<file path="src/include/dpd_pkg.sv">
// constants for the dual channel pwm dac
package dpd_pkg;
   localparam logic [4:0] DPD_ADDR_DUTY0 = 5'h04;
   localparam logic [4:0] DPD_ADDR_DUTY1 = 5'h05;
   localparam logic [4:0] DPD_ADDR_MODE = 5'h13;
   localparam int DPD_SEL0_BIT = 0;
   localparam int DPD_SEL1_BIT = 1;
   localparam logic [3:0] DPD_MODE_RESET = 4'h0;
   localparam logic [7:0] DPD_DUTY_RESET = 8'h00;
   localparam int DPD_CORE_HZ = 100000000;
   localparam int DPD_BASE_HZ = 1125000;
   // shorter period: divider rounds down to 88
   localparam int DPD_BASE_DIV = DPD_CORE_HZ / DPD_BASE_HZ;
   // quarter count offset of the high time
   localparam int DPD_QUARTER = DPD_BASE_DIV / 4;
   // channel b base clock leads channel a by half a base period
   localparam int DPD_PHASE_B = DPD_BASE_DIV / 2;
endpackage

</file>
<file path="src/hdl/dpd_channel.sv">
// one pwm channel: base clock divider, 8-bit counter, comparator
`timescale 1ns/1ns
`default_nettype none
module dpd_channel
   import dpd_pkg::*;
#(
   parameter int DIV = DPD_BASE_DIV,
   parameter int PHASE = 0
) (
   // clock and reset
   input wire logic core_clk,
   input wire logic rst_n,
   // duty
   input wire logic [7:0] duty,
   // waveform
   output logic pwm_out
);
   logic [7:0] div_reg;
   logic [7:0] count_reg;
   logic base_tick;

   assign base_tick = (div_reg == 8'(DIV - 1));

   always_ff @(posedge core_clk or negedge rst_n) begin
      if (!rst_n) begin
         div_reg <= 8'(PHASE);
      end else if (base_tick) begin
         div_reg <= 8'h00;
      end else begin
         div_reg <= div_reg + 8'h01;
      end
   end

   // free running 8-bit counter of base clocks
   always_ff @(posedge core_clk or negedge rst_n) begin
      if (!rst_n) begin
         count_reg <= 8'h00;
      end else if (base_tick) begin
         count_reg <= count_reg + 8'h01; // [RULE7] [RULE9]
      end
   end

   // high while duty > count, plus a quarter count so x=0 still pulses
   always_ff @(posedge core_clk or negedge rst_n) begin
      if (!rst_n) begin
         pwm_out <= 1'b0;
      end else begin
         pwm_out <= (duty > count_reg) ||
            (duty == count_reg && div_reg < 8'(DPD_QUARTER)); // [RULE7] [RULE8]
      end
   end

   a_duty_compare: assert property (@(posedge core_clk) disable iff (!rst_n) // [RULE7]
      (duty > count_reg) && $stable(duty) |=> pwm_out)
      else $error("output low while duty exceeds count");
   a_duty_low: assert property (@(posedge core_clk) disable iff (!rst_n) // [RULE7]
      (duty < count_reg) && $stable(duty) |=> !pwm_out)
      else $error("output high while duty below count");
   a_period_wrap: assert property (@(posedge core_clk) disable iff (!rst_n) // [RULE9]
      base_tick && count_reg == 8'hFF |=> count_reg == 8'h00)
      else $error("counter does not wrap at 256");
   a_zero_pulse: assert property (@(posedge core_clk) disable iff (!rst_n) // [RULE8]
      duty == 8'h00 && count_reg == 8'h00 && div_reg == 8'h00 && $stable(duty) |=> pwm_out)
      else $error("no short pulse at zero duty");
endmodule
`default_nettype wire

</file>
<file path="src/hdl/dpd_top.sv">
// dual channel pwm dac with peripheral register port
// Behaviour
// [RULE1] each pin has its own select flag
// [RULE2] flag 0 port, flag 1 pwm
// [RULE3] 4-bit mode register, upper bits read zero
// [RULE4] mode clears on power-on and clock-stop
// [RULE5] 1.125 MHz base clock per channel (code: 100 MHz core clock divided by 88, about 1.136 MHz)
// [RULE6] channel b base clock phase offset
// [RULE7] 8-bit counter, high while duty above count
// [RULE8] high fraction is (x+0.25)/256
// [RULE9] period is 256 base counts
// [RULE10] duty registers at 04H and 05H
// [RULE11] duty from two low buffer nibbles
// [RULE12] software loads duty before select
// [RULE13] software avoids duty rewrite while running
// [RULE14] power-on: port mode, duty undefined
// [RULE15] clock-stop: port mode, duty kept
// [RULE16] ce reset and halt keep pin state
`timescale 1ns/1ns
`default_nettype none
module dpd_top
   import dpd_pkg::*;
(
   // clock and reset
   input wire logic core_clk,
   input wire logic nrst,
   // device state events
   input wire logic clock_stop,
   input wire logic ce_reset,
   input wire logic halt,
   // peripheral register port, transfer from the data buffer
   input wire logic [4:0] periph_addr,
   input wire logic periph_wr,
   input wire logic periph_rd,
   input wire logic [15:0] transfer_buffer,
   output logic [15:0] periph_rdata,
   // general purpose port latches
   input wire logic port_latch_a,
   input wire logic port_latch_b,
   // open-drain pins, enable low while driving low
   output logic duty_output_a_out,
   output logic duty_output_a_oe_n,
   output logic duty_output_b_out,
   output logic duty_output_b_oe_n
);
   logic rst_meta_reg;
   logic rst_n_reg;
   logic [1:0] mode_reg;
   logic [7:0] chan0_duty_reg;
   logic [7:0] chan1_duty_reg;
   logic wave_a;
   logic wave_b;
   logic level_a;
   logic level_b;

   always_ff @(posedge core_clk or negedge nrst) begin
      if (!nrst) begin
         rst_meta_reg <= 1'b0;
         rst_n_reg <= 1'b0;
      end else begin
         rst_meta_reg <= 1'b1;
         rst_n_reg <= rst_meta_reg;
      end
   end

   function automatic logic hit(input logic [4:0] a, input logic [4:0] target);
      hit = (a == target);
   endfunction

   // ce reset does not touch the select flags
   always_ff @(posedge core_clk or negedge rst_n_reg) begin
      if (!rst_n_reg) begin
         mode_reg <= DPD_MODE_RESET[1:0]; // [RULE4] [RULE14]
      end else if (clock_stop) begin
         mode_reg <= DPD_MODE_RESET[1:0]; // [RULE4] [RULE15]
      end else if (periph_wr && hit(periph_addr, DPD_ADDR_MODE)) begin
         mode_reg <= transfer_buffer[1:0]; // [RULE1] [RULE3]
      end
   end

   // undefined after power-on; reset to zero for determinism, kept on clock-stop
   always_ff @(posedge core_clk or negedge rst_n_reg) begin
      if (!rst_n_reg) begin
         chan0_duty_reg <= DPD_DUTY_RESET;
         chan1_duty_reg <= DPD_DUTY_RESET;
      end else if (periph_wr) begin
         if (hit(periph_addr, DPD_ADDR_DUTY0)) begin
            chan0_duty_reg <= transfer_buffer[7:0]; // [RULE10] [RULE11]
         end
         if (hit(periph_addr, DPD_ADDR_DUTY1)) begin
            chan1_duty_reg <= transfer_buffer[7:0]; // [RULE10] [RULE11]
         end
      end
   end

   always_ff @(posedge core_clk or negedge rst_n_reg) begin
      if (!rst_n_reg) begin
         periph_rdata <= 16'h0000;
      end else if (periph_rd) begin
         if (hit(periph_addr, DPD_ADDR_MODE)) begin
            periph_rdata <= {14'h0000, mode_reg}; // [RULE3]
         end else if (hit(periph_addr, DPD_ADDR_DUTY0)) begin
            periph_rdata <= {8'h00, chan0_duty_reg};
         end else if (hit(periph_addr, DPD_ADDR_DUTY1)) begin
            periph_rdata <= {8'h00, chan1_duty_reg};
         end else begin
            periph_rdata <= 16'h0000;
         end
      end
   end

   // channels keep running in halt and ce reset
   dpd_channel #(.DIV(DPD_BASE_DIV), .PHASE(0)) u_chan_a (
      .core_clk(core_clk),
      .rst_n(rst_n_reg),
      .duty(chan0_duty_reg),
      .pwm_out(wave_a)
   ); // [RULE5]
   dpd_channel #(.DIV(DPD_BASE_DIV), .PHASE(DPD_PHASE_B)) u_chan_b (
      .core_clk(core_clk),
      .rst_n(rst_n_reg),
      .duty(chan1_duty_reg),
      .pwm_out(wave_b)
   ); // [RULE5] [RULE6]

   assign level_a = mode_reg[DPD_SEL0_BIT] ? wave_a : port_latch_a; // [RULE2]
   assign level_b = mode_reg[DPD_SEL1_BIT] ? wave_b : port_latch_b; // [RULE2]

   // pin a open drain: drive low, release for high; halt/ce_reset change nothing
   always_ff @(posedge core_clk or negedge rst_n_reg) begin
      if (!rst_n_reg) begin
         duty_output_a_out <= 1'b0;
         duty_output_a_oe_n <= 1'b1; // [RULE14]
      end else begin
         duty_output_a_out <= 1'b0;
         duty_output_a_oe_n <= level_a; // [RULE16]
      end
   end

   // pin b: same drive, released at power-on since the level is undefined
   always_ff @(posedge core_clk or negedge rst_n_reg) begin
      if (!rst_n_reg) begin
         duty_output_b_out <= 1'b0;
         duty_output_b_oe_n <= 1'b1; // [RULE14]
      end else begin
         duty_output_b_out <= 1'b0;
         duty_output_b_oe_n <= level_b; // [RULE16]
      end
   end

   // select flags: clock stop beats a write in the same cycle
   a_stop_clears: assert property (@(posedge core_clk) disable iff (!rst_n_reg) // [RULE4]
      clock_stop |=> mode_reg == 2'b00)
      else $error("clock stop did not clear select flags");

   a_ce_keeps: assert property (@(posedge core_clk) disable iff (!rst_n_reg) // [RULE4]
      (ce_reset || halt) && !clock_stop && !periph_wr |=> $stable(mode_reg))
      else $error("ce reset or halt changed select flags");

   a_mode_write: assert property (@(posedge core_clk) disable iff (!rst_n_reg) // [RULE1]
      periph_wr && periph_addr == DPD_ADDR_MODE && !clock_stop |=> mode_reg == $past(transfer_buffer[1:0]))
      else $error("select flags not taken from write data");

   a_mode_other: assert property (@(posedge core_clk) disable iff (!rst_n_reg) // [RULE3]
      periph_wr && periph_addr != DPD_ADDR_MODE && !clock_stop |=> $stable(mode_reg))
      else $error("write elsewhere changed select flags");

   // duty registers
   a_duty_write: assert property (@(posedge core_clk) disable iff (!rst_n_reg) // [RULE11]
      periph_wr && periph_addr == DPD_ADDR_DUTY1 |=> chan1_duty_reg == $past(transfer_buffer[7:0]))
      else $error("duty not taken from low nibbles");

   a_duty0_write: assert property (@(posedge core_clk) disable iff (!rst_n_reg) // [RULE10]
      periph_wr && periph_addr == DPD_ADDR_DUTY0 |=> chan0_duty_reg == $past(transfer_buffer[7:0]))
      else $error("channel a duty not written");

   a_duty_hold: assert property (@(posedge core_clk) disable iff (!rst_n_reg) // [RULE10]
      !periph_wr |=> $stable(chan0_duty_reg) && $stable(chan1_duty_reg))
      else $error("duty changed without a write");

   a_stop_duty: assert property (@(posedge core_clk) disable iff (!rst_n_reg) // [RULE15]
      clock_stop && !periph_wr |=> $stable(chan0_duty_reg) && $stable(chan1_duty_reg))
      else $error("clock stop lost duty");

   // read port
   a_read_mode: assert property (@(posedge core_clk) disable iff (!rst_n_reg) // [RULE3]
      periph_rd && periph_addr == DPD_ADDR_MODE |=> periph_rdata == {14'h0000, $past(mode_reg)})
      else $error("mode read wrong");

   a_read_duty0: assert property (@(posedge core_clk) disable iff (!rst_n_reg) // [RULE10]
      periph_rd && periph_addr == DPD_ADDR_DUTY0 |=> periph_rdata == {8'h00, $past(chan0_duty_reg)})
      else $error("channel a duty read wrong");

   a_read_duty1: assert property (@(posedge core_clk) disable iff (!rst_n_reg) // [RULE10]
      periph_rd && periph_addr == DPD_ADDR_DUTY1 |=> periph_rdata == {8'h00, $past(chan1_duty_reg)})
      else $error("channel b duty read wrong");

   a_read_other: assert property (@(posedge core_clk) disable iff (!rst_n_reg) // [RULE3]
      periph_rd && periph_addr != DPD_ADDR_MODE && periph_addr != DPD_ADDR_DUTY0 &&
      periph_addr != DPD_ADDR_DUTY1 |=> periph_rdata == 16'h0000)
      else $error("unmapped read not zero");

   a_rdata_hold: assert property (@(posedge core_clk) disable iff (!rst_n_reg) // [RULE3]
      !periph_rd |=> $stable(periph_rdata))
      else $error("read data changed without a read");

   // pins, one cycle behind the selected level
   a_port_mode: assert property (@(posedge core_clk) disable iff (!rst_n_reg) // [RULE2]
      !mode_reg[DPD_SEL0_BIT] |=> duty_output_a_oe_n == $past(port_latch_a))
      else $error("port mode pin does not follow latch");

   a_port_mode_b: assert property (@(posedge core_clk) disable iff (!rst_n_reg) // [RULE2]
      !mode_reg[DPD_SEL1_BIT] |=> duty_output_b_oe_n == $past(port_latch_b))
      else $error("port mode pin b does not follow latch");

   a_pwm_mode: assert property (@(posedge core_clk) disable iff (!rst_n_reg) // [RULE2]
      mode_reg[DPD_SEL1_BIT] |=> duty_output_b_oe_n == $past(wave_b))
      else $error("pwm mode pin does not follow waveform");

   a_pwm_mode_a: assert property (@(posedge core_clk) disable iff (!rst_n_reg) // [RULE2]
      mode_reg[DPD_SEL0_BIT] |=> duty_output_a_oe_n == $past(wave_a))
      else $error("pwm mode pin a does not follow waveform");

   a_stop_port: assert property (@(posedge core_clk) disable iff (!rst_n_reg) // [RULE15]
      clock_stop |=> ##1 duty_output_a_oe_n == $past(port_latch_a) && duty_output_b_oe_n == $past(port_latch_b))
      else $error("clock stop did not return pins to port latches");
endmodule
`default_nettype wire

</file>
<file path="config.mk">
export PLATFORM = sky130hd
export DESIGN_NAME = dpd_top
export DESIGN_NICKNAME = d
export VERILOG_FILES = /design/src/include/dpd_pkg.sv /design/src/hdl/dpd_channel.sv /design/src/hdl/dpd_top.sv
export SDC_FILE = /design/constraint.sdc
export NUM_CORES = 1
export LEC_CHECK = 0
export BUFFER_PORTS_ARGS = -buffer_cell sky130_fd_sc_hd__buf_2
export CORE_MARGIN = 4
export CORE_UTILIZATION = 51
export DETAILED_ROUTE_END_ITERATION = 10
export PLACE_DENSITY = 0.76
export REMOVE_ABC_BUFFERS = 1
export SLEW_MARGIN = 20
export SYNTH_ARGS = -nofsm -noshare
export SYNTH_HDL_FRONTEND = slang
export SYNTH_SLANG_ARGS = --single-unit
</file>
<file path="constraint.sdc">
create_clock -name core_clk -period 1.85 [get_ports core_clk]
set_clock_uncertainty 0.05 [all_clocks]
set_input_delay 0.2775 -clock core_clk [delete_from_list [all_inputs] [get_ports core_clk]]
set_output_delay 0.2775 -clock core_clk [all_outputs]
set_load 0.03 [all_outputs]
</file>
* Yosys cells after proc, flatten, opt, wreduce, memory -nomap -nowiden
Index checks and enable logic that the tools add are counted.
** Word-level totals
- Output and inout bits :: 20
- Bits of input ports :: 30
- Bits in registers :: 72
- Word-level logic and storage cells :: 46
** Cells by class
- Mux-type cells :: 9
- Order comparisons :: 4
- Eq/ne operators :: 7
- Add/subtract/negate cells :: 4
- Reduce and logical (&&, ||, !) cells :: 8
** Operator list (number)
- $mux W8 :: 5
- $add A8 B1 Y8 const B :: 4
- $eq A8 B7 Y1 const B :: 2
- $eq A8 B8 Y1 :: 2
- $gt A8 B8 Y1 :: 2
- $lt A8 B5 Y1 const B :: 2
- $eq A5 B3 Y1 const B :: 2
- $eq A5 B5 Y1 const B :: 1
- $mux W2 :: 2
- $reduce_and A2 Y1 :: 2
- $logic_and A1 B1 Y1 :: 3
- $logic_or A1 B1 Y1 :: 2
- $mux W1 :: 2
- $reduce_bool A2 Y1 :: 1

* Longest topological paths before layout
- Depth in word-level cells :: 4
- Mapped depth :: 6
- Depth with buffers taken out :: 6

* Cells and area by module
From an unflattened synthesis, not the netlist that was laid out.
** Second synthesis, totals
- Cell total of the unflattened synthesis :: 285
- Area, all modules :: 3213.1 µm²
** By module, submodules not included
- dpd_top :: cells each 101, area an instance 1345.0 µm², seq. area each 753.2 µm², instances 1
- dpd_channel at u_chan_b :: cells each 92, area an instance 935.9 µm², seq. area each 429.2 µm², instances 1
- dpd_channel at u_chan_a :: cells each 92, area an instance 932.1 µm², seq. area each 425.4 µm², instances 1

* Worst setup path after synthesis
OpenSTA, ideal clock, no wires.
- Kind :: input-to-reg
- Start :: in periph_addr[4]
- End :: reg chan1_duty_reg[0]
- Data required time :: 1675 ps
- Data arrival time :: 1463 ps
- Cell stages on the path :: 4
- Setup time :: 125 ps
- Path slack :: 212 ps
- Cells stage by stage :: or3b_4 -> nor3b_4 -> nand2_4 -> mux2_2
** On the way
- Word-level cells in the longest chain between the ends :: 2
** RTL lines
- from (decl) :: line dpd_top.sv:32 : input wire logic [4:0] periph_addr,
- $eq A5 B3 Y1 :: line dpd_top.sv:67 : hit = (a == target);
- $reduce_and A2 Y1 (no source line)
- to (signal assigned) :: line dpd_top.sv:91 : chan1_duty_reg <= transfer_buffer[7:0];
- to (decl) :: line dpd_top.sv:50 : logic [7:0] chan1_duty_reg;
Every way passes these cells.
A chain may end at the register's enable or synchronous reset.

* Worst setup path in the final report
- Start :: reg u_chan_b.div_reg[1]
- End :: reg u_chan_b.count_reg[5]
** On the way
- Word-level cells in the longest chain between the ends :: 1
** RTL lines
- from (decl) :: line dpd_channel.sv:18 : logic [7:0] div_reg;
- from (signal assigned) :: line dpd_channel.sv:26 : div_reg <= 8'(PHASE);
- from (signal assigned) :: line dpd_channel.sv:30 : div_reg <= div_reg + 8'h01;
- $eq A8 B7 Y1 :: line dpd_channel.sv:22 : assign base_tick = (div_reg == 8'(DIV - 1));
- to (signal assigned) :: line dpd_channel.sv:39 : count_reg <= count_reg + 8'h01;
- to (decl) :: line dpd_channel.sv:19 : logic [7:0] count_reg;
Every way passes these cells.

==> out/qor.yml <==
cts_sinks: 64
mostFrequentLayoutCell: "dfrtp_1"
routed_wl_um: 6200
initial_core_util: 0.530
antenna_found_initial: 0
postPlaceCellArea_um2: 3410
p_per_area_nw_per_um2: 904
synth_area_um2: 3160
rsz0062_at_grt: "false"
first_pass_iters: 4
dpl.cell_count: 390
synth_cells: 283
finalCriticalPeriod_ns: 1.64
synth_top_flop_cell: "dfrtp_1"
fmax_ghz: 0.608
grt_pass1_wl_um: 10400
seq_area_um2: 1610
post_cts_buffers: 0
cts_buffer_depth: 2
area_growth_pct: 15.2
finalHoldViolations: 0
wl_per_cell_um: 15.2
first_iter_violations: 70
gp_congestion: 0.841
relSlewSlack: 0.662
hold_ws_ns: 0.0476
path_class: "reg -> reg"
netlist_top_cells_area: "dfrtp_1 47%, ha_1 7.9%, mux2_2 6.4%, dfstp_2 4.2%, xnor2_1 3.9%"
grt_max_degree: 45
viasPerCell: 5.49
power.leakage_nw: 1.66
async_reset_ff_frac: 1.00
grt_pass1_vias: 2253
required_ns: 2.03
ir_drop_uv: 456
antenna_cells: 0
ys_seq_elements: 64
die_area_um2: 7510
critPathMaxFanout: 7
h-tree-depth: 3
worstSkewPairLatency_ns: 0.35
outcome: "complete, no violations"
overflow: 0
setup_viol: 0
synth_seq_area_share: 0.509
tightest_slew_ns: 0.500
cts_tree: "done"
grtUsageTotal: 0.182
synth_top_area_frac: 0.468
coreArea_um2: 5960
min_period_over_period: 0.888
startpoint_type: "flop"
fillers: 487
drc_errors: 0
synth.distinct_cells: 44
crit_arrival_ns: 1.82
port_buffers: 29
nets: 377
synth_edf_count: 0
maxSlewViolCount: 0
cap_viol_max_count: 0
postSynthAreaPerCell_um2: 11.2
path_clk_slew_ns: 0.07
rows: 28
ctsRootBufferMaster: "clkbuf_8"
hpwl_um: 4520
fin_area_um2: 3640
hold_class: "in -> reg"
multi_input_area_um2: 1440
die_h_um: 86.7
die_w_um: 86.7
yosysTopAreaCell: "dfrtp_1"
final_cell_mix: "58 x dfrtp_1, 29 x buf_2, 22 x nor2_1"
final_layout_size_suffix_gt1_frac: 0.253
ioPinCount: 50
vias: 2233
final_cells: 407
yosysWarnings: 0
cts_made_buffers: 9
cp-end-kind: "flop"
ant_nets: 0
[layout make-up]
cell class              count  share of cell area
well taps                  75              0.0258
repair buffers             38              0.0626
clock buffers              10              0.0379
multi-input cells         197               0.395
flip-flops and latches     64               0.443
inverters                  17              0.0175
clock inverters             6              0.0186
[cell usage after synthesis, types with 2 or more instances]
cell type   n
ha_1       20
clkbuf_1    2
inv_1      17
nor3_1      4
nor2_1     22
o21ai_0     6
dfrtp_1    59
conb_1      2
nand3_1    13
and3_1      2
xnor2_1    14
a22oi_1     6
a31oi_1     3
mux2_2     18
nor2b_1     3
nand4_1    11
xor2_1      9
nand2_1    14
a32oi_1     2
buf_4      10
mux2i_1     2
dfstp_2     5
a21oi_1    18
[metal layers]
metal | wire length, um | part of all wire | vias up | track usage
met5 | 0 | 0 | - | 0
met4 | 193 | 0.031 | 0 | 0.103
met3 | 320 | 0.052 | 15 | 0.0304
met2 | 2980 | 0.48 | 64 | 0.298
met1 | 2710 | 0.44 | 1084 | 0.227
li1 | - | - | 1070 | -
[timing repair]
| action | CTS | global route |
|---|---|---|
| endpoints found under the hold margin | 2 | 0 |
| hold buffers | 1 | 0 |
| gates resized for setup | 0 | 1 |
| endpoints found under the setup margin | 0 | 2 |
[path summary, 6_finish.rpt]
kind / startpoint / cells after the start / to / slack (ns)
min in group asynchronous: rst_n_reg$_DFF_PN0_ / 0 / periph_rdata[5]$_DFFE_PN0P_ / 0.16
max in group asynchronous: rst_n_reg$_DFF_PN0_ / 1 / duty_output_b_oe_n$_DFF_PN1_ / 0.96
min: clock_stop / 2 / mode_reg[0]$_DFFE_PN0P_ / 0.05
max: u_chan_b.div_reg[1]$_DFF_PN0_ / 5 / u_chan_b.count_reg[5]$_DFFE_PN0N_ / 0.21
max reg2reg: u_chan_b.div_reg[1]$_DFF_PN0_ / 5 / u_chan_b.count_reg[5]$_DFFE_PN0N_ / 0.21
min reg2reg: rst_n_reg$_DFF_PN0_ / 0 / periph_rdata[5]$_DFFE_PN0P_ / 0.16
[power breakdown]
group | total [mW] | switching (mW) | internal [mW]
combinational | 0.448 | 0.245 | 0.203
clock | 1.24 | 0.576 | 0.663
sequential | 1.60 | 0.0944 | 1.51
total | 3.29 | 0.916 | 2.37
[critical path: stages (launching register included)]
cell and delay (ns):
dfrtp_1 0.38, ha_1 0.20, and3_1 0.22, and4b_1 0.36, nand4_1 0.16, xnor2_1 0.16
[stage by stage]
| step | utilization | worst slack [ns] | TNS [ns] | power [mW] |
|---|---|---|---|---|
| after floorplan | - | -0.105 | -6.00 | 1.92 |
| after global placement | 0.573 | 0.157 | 0 | 2.04 |
| after detailed placement | 0.573 | 0.130 | 0 | 2.07 |
| after CTS | 0.609 | 0.143 | 0 | 3.31 |
| after global routing | 0.611 | 0.0412 | 0 | 3.43 |
| final | 0.611 | 0.207 | 0 | 3.29 |
[kinds of logic (layout without fill, tap and decap cells)]
family	count (synthesis)	count (layout)	share of synthesized area
simple gates	80	80	0.141
flops	64	64	0.509
compound gates	43	43	0.0848
buf+inv	31	71	0.0491
xor+xnor	23	23	0.0638
fa+ha+maj	20	20	0.0793
mux	20	20	0.0705
other cells	2	11	0.00238
No activity file was read; power rests on OpenSTA's default activity.
